`config.mk`:
```
export PLATFORM = sky130hd
export DESIGN_NAME = pold_top
export DESIGN_NICKNAME = d
export VERILOG_FILES = /design/src/pold_pkg.sv /design/src/pold_stream_if.sv /design/src/pold_buf.sv /design/src/pold_top.sv
export SDC_FILE = /design/constraint.sdc
export NUM_CORES = 1
export LEC_CHECK = 0
export BUFFER_PORTS_ARGS = -buffer_cell sky130_fd_sc_hd__buf_2
export CORE_AREA = 10 10 69 71
export DETAILED_ROUTE_END_ITERATION = 6
export DIE_AREA = 0 0 79 81
export SETUP_SLACK_MARGIN = 0.05
export SYNTH_ARGS = -nofsm -noshare
export SYNTH_HDL_FRONTEND = slang
export SYNTH_SLANG_ARGS = --single-unit
```
`constraint.sdc`:
```
create_clock -name clk -period 4.42 [get_ports clk]
set_input_delay 0.221 -clock clk [delete_from_list [all_inputs] [get_ports clk]]
set_output_delay 0.221 -clock clk [all_outputs]
set_load 0.005 [all_outputs]
```
`src/pold_pkg.sv`:
```
// Package for the PCM output line decoder: codes and constants
package pold_pkg;

  // ****************************************
  // Line code selections
  // ****************************************
  typedef enum logic [3:0] {
    CODE_NRZL,
    CODE_NRZM,
    CODE_NRZS,
    CODE_RZ,
    CODE_BIPL,
    CODE_BIPM,
    CODE_BIPS,
    CODE_DMM,
    CODE_DMS,
    CODE_M2M,
    CODE_M2S
  } pold_code_e;

  // ****************************************
  // Reset values and counts
  // ****************************************
  localparam logic POLD_LEVEL_RST = 1'b0;
  localparam int POLD_BUF_DEPTH = 2;
  localparam int POLD_CLK_DIV_MIN = 2;

endpackage

```
`src/pold_stream_if.sv`:
```
// Interface carrying decoded bits between decoder core and output buffer
`timescale 1ns/10ps
`default_nettype none
interface pold_stream_if;
  logic valid;
  logic ready;
  logic data;

  modport source (output valid, output data, input ready);
  modport sink (input valid, input data, output ready);
endinterface
`default_nettype wire

```
`src/pold_buf.sv`:
```
// Two-entry skid buffer for decoded output bits
`timescale 1ns/10ps
`default_nettype none
module pold_buf
  import pold_pkg::*;
#(
  parameter int WIDTH = 1
)
(
  // Clock and reset
  input wire logic clk,
  input wire logic nrst,
  // Fill side
  pold_stream_if.sink inS,
  // Drain side
  output logic outValid,
  input wire logic outReady,
  output logic outData
);

  logic [WIDTH-1:0] mem_q [POLD_BUF_DEPTH];
  logic wrPtr_q;
  logic rdPtr_q;
  logic [1:0] count_q;
  logic push;
  logic pop;

  assign inS.ready = (count_q != 2'h2);
  assign outValid = (count_q != 2'h0);
  assign outData = mem_q[rdPtr_q][0];
  assign push = inS.valid && inS.ready;
  assign pop = outValid && outReady;

  always_ff @(posedge clk or negedge nrst)
  begin
    if (!nrst)
    begin
      wrPtr_q <= 1'b0;
      rdPtr_q <= 1'b0;
      count_q <= 2'h0;
    end
    else
    begin
      if (push)
        wrPtr_q <= ~wrPtr_q;
      if (pop)
        rdPtr_q <= ~rdPtr_q;
      count_q <= count_q + {1'b0, push} - {1'b0, pop};
    end
  end

  always_ff @(posedge clk)
  begin
    if (push)
      mem_q[wrPtr_q] <= WIDTH'(inS.data);
  end

endmodule
`default_nettype wire

```
`src/pold_top.sv`:
```
// PCM output line decoder: line code to NRZ-L conversion or pass-through
//
// Function
// - A selected source code is decoded to NRZ-L at the data output.
// - A pass-through setting sends symbols out exactly as received.
// - In pass-through one output clock is given per received symbol.
// - Miller-squared and delay modulation, mark and space, are separate codes.
`timescale 1ns/10ps
`default_nettype none
module pold_top
  import pold_pkg::*;
#(
  parameter int CLK_DIV = 4
)
(
  // Clock and reset
  input wire logic clk,
  input wire logic nrst,
  // Configuration
  input wire logic [3:0] codeSel,
  // Symbol input from demodulator
  input wire logic symValid,
  input wire logic symData,
  output logic symReady,
  // PCM output toward recorder
  output logic pcmData,
  output logic pcmClk,
  output logic pcmValid
);

  // ****************************************
  // Code classification
  // ****************************************
  pold_code_e code;
  logic twoSym;
  logic sinkReady;
  assign code = pold_code_e'(codeSel);
  // Codes 11 to 15 fall through to NRZ-L handling
  // Two-symbol codes decode over a pair of symbols
  // separate families
  assign twoSym = (code == CODE_RZ) || (code == CODE_BIPL) ||
    (code == CODE_BIPM) || (code == CODE_BIPS) || (code == CODE_DMM) ||
    (code == CODE_DMS) || (code == CODE_M2M) || (code == CODE_M2S);

  pold_stream_if bitS();

  // ****************************************
  // Symbol pairing and decode
  // ****************************************
  // Set while the first symbol of a pair is held
  logic half_q;
  logic first_q;
  logic prevSym_q;
  logic outValid_q;
  logic outBit_q;
  logic take;
  logic decBit;
  logic emit;
  logic symReady_d;

  assign take = symValid && symReady;
  // A bit leaves on every symbol, or on the second of a pair
  assign emit = take && (!twoSym || half_q);

  always_comb
  begin
    // Default keeps the symbol so unlisted codes pass it
    decBit = symData;
    case (code)
      CODE_NRZL: decBit = symData;
      CODE_NRZM: decBit = symData ^ prevSym_q;
      CODE_NRZS: decBit = ~(symData ^ prevSym_q);
      // RZ and biphase-L carry the bit in the first half
      CODE_RZ: decBit = first_q;
      CODE_BIPL: decBit = first_q;
      CODE_BIPM: decBit = first_q ^ symData;
      CODE_BIPS: decBit = ~(first_q ^ symData);
      CODE_DMM: decBit = first_q ^ symData;
      CODE_DMS: decBit = ~(first_q ^ symData);
      // Miller-squared pair
      // Read from the mid-bit transition, as for delay modulation
      CODE_M2M: decBit = first_q ^ symData;
      CODE_M2S: decBit = ~(first_q ^ symData);
      default: decBit = symData;
    endcase
  end

  always_ff @(posedge clk or negedge nrst)
  begin
    if (!nrst)
    begin
      half_q <= 1'b0;
      first_q <= POLD_LEVEL_RST;
      prevSym_q <= POLD_LEVEL_RST;
    end
    else if (take)
    begin
      // pair symbols per bit
      // Pairing is not realigned on a code change; reset realigns it
      half_q <= twoSym ? ~half_q : 1'b0;
      first_q <= symData;
      prevSym_q <= symData;
    end
  end

  // ****************************************
  // Decoded bit register
  // ****************************************
  // Holds one decoded bit until the buffer takes it
  always_ff @(posedge clk or negedge nrst)
  begin
    if (!nrst)
    begin
      outValid_q <= 1'b0;
      outBit_q <= POLD_LEVEL_RST;
    end
    else
    begin
      if (outValid_q && bitS.ready)
        outValid_q <= 1'b0;
      if (emit)
      begin
        outValid_q <= 1'b1;
        outBit_q <= decBit;
      end
    end
  end

  assign bitS.valid = outValid_q;
  assign bitS.data = outBit_q;

  // ****************************************
  // Symbol ready register
  // ****************************************
  // Ready opens only when the decode register is empty next cycle
  // One symbol slot is lost after each bit; the output period, at least two cycles, is no shorter
  assign symReady_d = !(emit || (outValid_q && !bitS.ready));

  always_ff @(posedge clk or negedge nrst)
  begin
    if (!nrst)
      symReady <= 1'b1;
    else
      symReady <= symReady_d;
  end

  // ****************************************
  // Output buffer
  // ****************************************
  // Skid buffer drained one bit per output period by the divider below
  logic bufValid;
  logic bufData;

  pold_buf #(
    .WIDTH(1)
  ) uBuf (
    .clk(clk),
    .nrst(nrst),
    .inS(bitS),
    .outValid(bufValid),
    .outReady(sinkReady),
    .outData(bufData)
  );

  // ****************************************
  // Output clock divider
  // ****************************************
  // Below two cycles the clock could not rise inside its bit
  localparam int DIV = (CLK_DIV < POLD_CLK_DIV_MIN) ? POLD_CLK_DIV_MIN
    : CLK_DIV;
  localparam logic [15:0] DIV_LOAD = 16'(DIV - 1);
  localparam logic [15:0] DIV_HALF = 16'(DIV / 2);
  logic [15:0] divCnt_q;

  // one clock per decoded bit
  // Bits load only at period end, so data holds while the clock is high
  assign sinkReady = bufValid && (divCnt_q == 16'h0000);

  always_ff @(posedge clk or negedge nrst)
  begin
    if (!nrst)
    begin
      divCnt_q <= 16'h0000;
      pcmData <= POLD_LEVEL_RST;
      pcmValid <= 1'b0;
      pcmClk <= 1'b0;
    end
    else
    begin
      if (sinkReady)
      begin
        pcmData <= bufData;
        pcmValid <= 1'b1;
        pcmClk <= 1'b0;
        divCnt_q <= DIV_LOAD;
      end
      else if (divCnt_q != 16'h0000)
      begin
        divCnt_q <= divCnt_q - 16'h0001;
        // Clock rises half a period after the data
        if (divCnt_q == DIV_HALF)
          pcmClk <= 1'b1;
      end
      else
      begin
        // Idle: clock and valid stand low between bits
        pcmClk <= 1'b0;
        pcmValid <= 1'b0;
      end
    end
  end

endmodule
`default_nettype wire

```
Yosys cells after proc, flatten, opt, wreduce, memory -nomap -nowiden:

Memory sizes are Yosys's and may differ from the RTL's. A register that Yosys moved wholly into a read port is not among the register bits.
Cells that the tools add are included.

* bits in registers: 27
* memory bits (writable): 2
* input bits: 8
* output and inout bits: 4
* logic and storage cells: 74
* memories kept: 1

Memory list
* uBuf.mem_q: depth 2, width 1, rd ports 1, clocked after memory_dff 1, write ports 1, RTL line pold_buf.sv:21 `logic [WIDTH-1:0] mem_q [POLD_BUF_DEPTH];`

* add/sub/neg operators: 3
* equal/unequal tests: 14
* multiplexer cells: 13
* bitwise operators: 5
* reduce and logical (&&, ||, !) cells: 27

Operators with widths (count)
* $mux W16: 2
* $eq A16 B2 Y1 const B: 1
* $eq A4 B3 Y1 const B: 4
* $logic_not A16 Y1: 1
* $reduce_bool A16 Y1: 1
* $sub A16 B1 Y16 const B: 1
* $eq A4 B4 Y1 const B: 3
* $mux W1: 10
* $logic_or A1 B1 Y1: 9
* $eq A4 B2 Y1 const B: 2
* $reduce_or A4 Y1: 2
* $logic_and A1 B1 Y1: 6
* $reduce_bool A2 Y1: 3
* $eq A4 B1 Y1 const B: 1
* $logic_not A1 Y1: 4
* $not A1 Y1: 4
* $ne A3 B1 Y1 const B: 1
* $pmux W1 S3: 1
* $add A2 B1 Y2: 1
* $ne A2 B1 Y1 const B: 1
* $ne A2 B2 Y1 const B: 1
* $reduce_or A2 Y1: 1
* $sub A2 B1 Y2: 1
* $xor A1 B1 Y1: 1

Depth between registers and ports, before layout:

* word-level depth: 13
* gate-level depth with buffers: 10
* gate-level depth less buffers: 10

By module:

A second synthesis with hierarchy kept.

* cells, all modules: 139
* area, all modules: 1514.0 um2

By module, submodules not included
* pold_top: times used 1, cells an instance 119, area an instance 1243.7 um2, seq. area each 601.8 um2
* pold_buf: times used 1, cells an instance 20, area an instance 270.3 um2, seq. area each 160.2 um2

Worst setup path before layout:

Ideal clock, no wire load.

* path type: register -> register
* start: register divCnt_q[0]
* end: register uBuf.count_q[1]
* library setup time: 80 ps
* arrival time: 2525 ps
* required time: 4340 ps
* setup slack: 1815 ps
* stages on the path, launching flop included: 11
* buffers on the path: 0
* clock period less this slack: 2605 ps
* cell sequence: dfrtp_1 inv_1 ha_1 or4b_1 or4_4 nor2_4 ha_1 inv_1 ha_1 xnor2_1 xnor2_1

* longest elaborated chain between the ends: 4

RTL lines
* from (decl): RTL line pold_top.sv:173 `logic [15:0] divCnt_q;`
* from (signal assigned): RTL line pold_top.sv:199 `divCnt_q <= divCnt_q - 16'h0001;`
* $logic_not A16 Y1: RTL line pold_top.sv:177 `assign sinkReady = bufValid && (divCnt_q == 16'h0000);`
* $logic_and A1 B1 Y1: RTL line pold_top.sv:177
* $logic_and A1 B1 Y1: RTL line pold_buf.sv:32 `assign pop = outValid && outReady;`
* net uBuf.pop: RTL line pold_buf.sv:26 `logic pop;`
* $sub A2 B1 Y2: RTL line pold_buf.sv:48 `count_q <= count_q + {1'b0, push} - {1'b0, pop};`
* to (signal assigned): RTL line pold_buf.sv:48
* to (decl): RTL line pold_buf.sv:24 `logic [1:0] count_q;`

The timed path passes the listed nets, and every way through them passes these cells.
A chain may end at the register's enable or synchronous reset.

Worst setup path after layout:

Same ends and word-level chain as after synthesis.

==> run_summary.xml <==
<?xml version="1.0" encoding="UTF-8"?>
<metrics>
  <group name="run_status">
    <metric name="run_status" unit="">finished, final reports clean</metric>
  </group>
  <group name="die">
    <metric name="effective_utilization_at_floorplan" unit="%">42.8</metric>
    <metric name="fp.dieArea" unit="sq um">6400</metric>
    <metric name="fp-row-count" unit="">22</metric>
    <metric name="core" unit="sq um">3520</metric>
    <metric name="floorplan.die.width" unit="microns">79</metric>
    <metric name="dieHeight" unit="microns">81</metric>
    <metric name="pin_count" unit="">12</metric>
  </group>
  <group name="power_and_ir_drop">
    <metric name="peak_supply_drop" unit="mV">0.313</metric>
    <metric name="design_power_total" unit="mW">1.08</metric>
    <metric name="leakage" unit="nW">0.789</metric>
    <metric name="power_density" unit="nW/um^2">641</metric>
  </group>
  <group name="global_routing">
    <metric name="grt_antenna_before_repair" unit="">0</metric>
    <metric name="grt-ovfl-total" unit="">0</metric>
    <metric name="grt_max_degree" unit="">29</metric>
    <metric name="grt_pass1_vias" unit="">1132</metric>
    <metric name="groute.usage.overall" unit="%">9.55</metric>
    <metric name="grt_pass1_wl" unit="microns">4880</metric>
  </group>
  <group name="setup_path">
    <metric name="crit_path_end_kind" unit="">register</metric>
    <metric name="crit_path_max_incr_delay" unit="ps">610</metric>
    <metric name="setup.worst_path.class" unit="">register to register</metric>
    <metric name="crit_path_start_kind" unit="">register</metric>
    <metric name="timing.critical_path.arrival" unit="ps">3070</metric>
    <metric name="crit_path_cell_trace" unit="">inv_1 -&gt; ha_1 -&gt; or4b_1 -&gt; or4_4 -&gt; nor2_4 -&gt; ha_1 -&gt; inv_1 -&gt; ha_1 -&gt; xnor2_1 -&gt; xnor2_1</metric>
    <metric name="cp_slowest_cell" unit="">or4b_1</metric>
    <metric name="worst-path-max-fanout" unit="">6</metric>
    <metric name="cp.required" unit="ps">4680</metric>
    <metric name="cp_common_cell" unit="">ha_1</metric>
  </group>
  <group name="clock_network">
    <metric name="postCtsSetupBuffers" unit="">0</metric>
    <metric name="path_clk_slew" unit="ps">90</metric>
    <metric name="clkSinkCount" unit="">30</metric>
    <metric name="cts_root_buf" unit="">clkbuf_4</metric>
    <metric name="cts_repair_resizes" unit="">0</metric>
    <metric name="number_of_buffers_created_by_cts" unit="">5</metric>
    <metric name="cts_max_path_buffers" unit="">2</metric>
    <metric name="clock_tree.htree_level_count" unit="">2</metric>
    <metric name="clock_tree_from_tritoncts" unit="">done</metric>
    <metric name="clock_insertion_delay_worst_skew" unit="ps">330</metric>
  </group>
  <group name="synthesis">
    <metric name="synth-edff-count" unit="">2</metric>
    <metric name="synth_top_flop_cell" unit="">dfrtp_1</metric>
    <metric name="async_reset_ff_share" unit="%">93.3</metric>
    <metric name="postSynthCellCount" unit="">141</metric>
    <metric name="synth_area_leaders" unit="">dfrtp_1 45%, xor2_1 6.4%, edfxtp_1 4.0%</metric>
    <metric name="netlist.top_cell.by_area" unit="">dfrtp_1</metric>
    <metric name="postSynthNetCount" unit="">153</metric>
    <metric name="netlist_area" unit="sq um">1510</metric>
    <metric name="synth.avg_cell_area" unit="sq um">10.7</metric>
    <metric name="yosys.cell_types.count" unit="">37</metric>
    <metric name="synthesis.yosys.warnings" unit="">0</metric>
    <metric name="synth_largest_type_area_fraction" unit="%">44.9</metric>
    <metric name="ys_seq_area_share" unit="%">50.6</metric>
    <metric name="register_bit_total_from_synthesis" unit="">30</metric>
  </group>
  <group name="timing">
    <metric name="clock_skew" unit="ps">11.2</metric>
    <metric name="fin_worst_hold_slack" unit="ps">212</metric>
    <metric name="final_min_period_over_clock_period" unit="%">63.7</metric>
    <metric name="fmax" unit="MHz">355</metric>
    <metric name="setup_tns" unit="ps">0</metric>
    <metric name="worst_pin_slew" unit="ps">629</metric>
    <metric name="relSlewSlack" unit="%">58.1</metric>
    <metric name="report.final.setup_viol" unit="">0</metric>
    <metric name="hold_viol_final" unit="">0</metric>
    <metric name="drv_slew" unit="">0</metric>
    <metric name="rsz0062_at_grt" unit="">no</metric>
    <metric name="period_minus_slack" unit="ps">2810</metric>
  </group>
  <group name="finish">
    <metric name="syn_to_final_growth" unit="%">11.3</metric>
    <metric name="fin_nets" unit="">170</metric>
    <metric name="finish.cell_count_without_fillers" unit="">207</metric>
    <metric name="n_antenna_cell" unit="">0</metric>
    <metric name="fraction_of_final_layout_cells_with_drive_strength_greater_than_1" unit="%">17.6</metric>
    <metric name="final_common_cell" unit="">dfrtp_1</metric>
    <metric name="utilization" unit="%">47.6</metric>
    <metric name="final_cell_mix" unit="">27 x dfrtp_1, 11 x nor2_1, 11 x nand2_1, 11 x xor2_1, 11 x buf_2</metric>
  </group>
  <group name="route">
    <metric name="via_count" unit="">1107</metric>
    <metric name="first_pass_iters" unit="">4</metric>
    <metric name="ant_nets" unit="">0</metric>
    <metric name="postRouteWirelength" unit="microns">2840</metric>
    <metric name="drt-wirelength-per-cell" unit="microns">13.7</metric>
    <metric name="drc" unit="">0</metric>
    <metric name="post_drt_via_cell_ratio" unit="">5.35</metric>
    <metric name="drt-initial-drc-count" unit="">60</metric>
  </group>
  <group name="placed_design">
    <metric name="hpwl" unit="microns">2110</metric>
    <metric name="gp_congestion" unit="">0.762</metric>
    <metric name="place.detailed.instances" unit="">198</metric>
    <metric name="io_buffer_count" unit="">11</metric>
  </group>
  <group name="job">
    <metric name="timing.max_cap.violations" unit="">0</metric>
  </group>
  <group name="worst_hold_path">
    <metric name="min_path_type" unit="">input pin to register</metric>
  </group>
</metrics>
-- power by group --
group / switching, mW / leakage (nW) / internal (mW)
Combinational: 0.193 / 0.392 / 0.169
Clock: 0.0932 / 0.0353 / 0.0770
Sequential: 0.129 / 0.362 / 0.413
-- final cells by class --
type	instances	area, sq um
fill	356	1850
timing repair buffer	12	65.1
clock buffer	7	55.1
inverter	8	30.0
clock inverter	1	5.00
sequential	30	762
multi-input combinational	101	699
tap	48	60.1
-- metal layers --
metal | track usage [%] | up-vias | part of all wire, %
met4 | 3.41 | 0 | 1.1
met5 | 0 | - | 0
met3 | 4.53 | 4 | 4.7
met2 | 15.9 | 26 | 49
met1 | 10.5 | 539 | 45
li1 | - | 538 | -
-- registers in the layout, indices dropped and copies added (netlist names) --
signal / count
uBuf.rdPtr_q: 1
prevSym_q: 1
pcmValid: 1
bitS.valid: 1
divCnt_q: 16
symReady: 1
pcmData: 1
uBuf.wrPtr_q: 1
uBuf.count_q: 2
pcmClk: 1
half_q: 1
bitS.data: 1
uBuf.mem_q: 2
-- per-stage QoR --
| stage | worst slack, ps | cell area [sq um] |
|---|---|---|
| finish | 1610 | 1680 |
| global route | 1450 | 1680 |
| CTS | 1590 | 1680 |
| detailed placement | 1620 | 1610 |
| global placement | 1730 | 1610 |
| floorplan | 1820 | 1510 |
-- cells in the mapped netlist (2+ instances only) --
cell type / n
a21oi_1: 9
and3_1: 3
dfrtp_1: 27
edfxtp_1: 2
ha_1: 4
inv_1: 8
mux2_2: 2
mux2i_1: 2
nand2_1: 11
nand2b_1: 2
nand3_1: 2
nor2_1: 11
nor2b_1: 4
nor3_1: 5
nor4_1: 7
nor4b_1: 3
o21ai_0: 4
or3_1: 2
or4_4: 3
xnor2_1: 3
xor2_1: 11
-- worst max-delay path: cells and delay by family, from the launching register on --
family | cells | cell delay [ps]
xor gates and xnor gates | 2 | 260
DFF | 1 | 420
buffers and inverters | 2 | 160
adders and majority gates | 3 | 630
and+or+nand+nor | 3 | 1260
-- final timing paths --
path                                  start              end  slack [ps]  cells after the start
worst max-delay path            divCnt_q[0]  uBuf.count_q[1]        1610                     10
worst min-delay path                symData        prevSym_q         210                      3
worst max register to register  divCnt_q[0]  uBuf.count_q[1]        1610                     10
worst min register to register   bitS.valid         symReady         470                      1
max in group asynchronous              nrst  uBuf.count_q[0]        3560                      2
min in group asynchronous              nrst     divCnt_q[15]         430                      2
-- timing repair --
item | CTS | global route
setup endpoints to repair | 0 | 0
hold buffers | 1 | 0
endpoints found under the hold margin | 27 | 0
-- cells by family (layout without fill, tap and decap cells) --
family	count (synthesis)	after routing	synth area share, %
buffers and inverters	10	28	2.99
multiplexers	5	5	3.82
AO/OA/AOI/OAI	21	21	8.56
flip-flops	30	30	50.6
adder cells (fa/ha/maj)	4	4	3.32
XOR/XNOR	14	14	8.14
AND/OR/NAND/NOR	57	57	22.6
(Power assumes the default switching activity.)
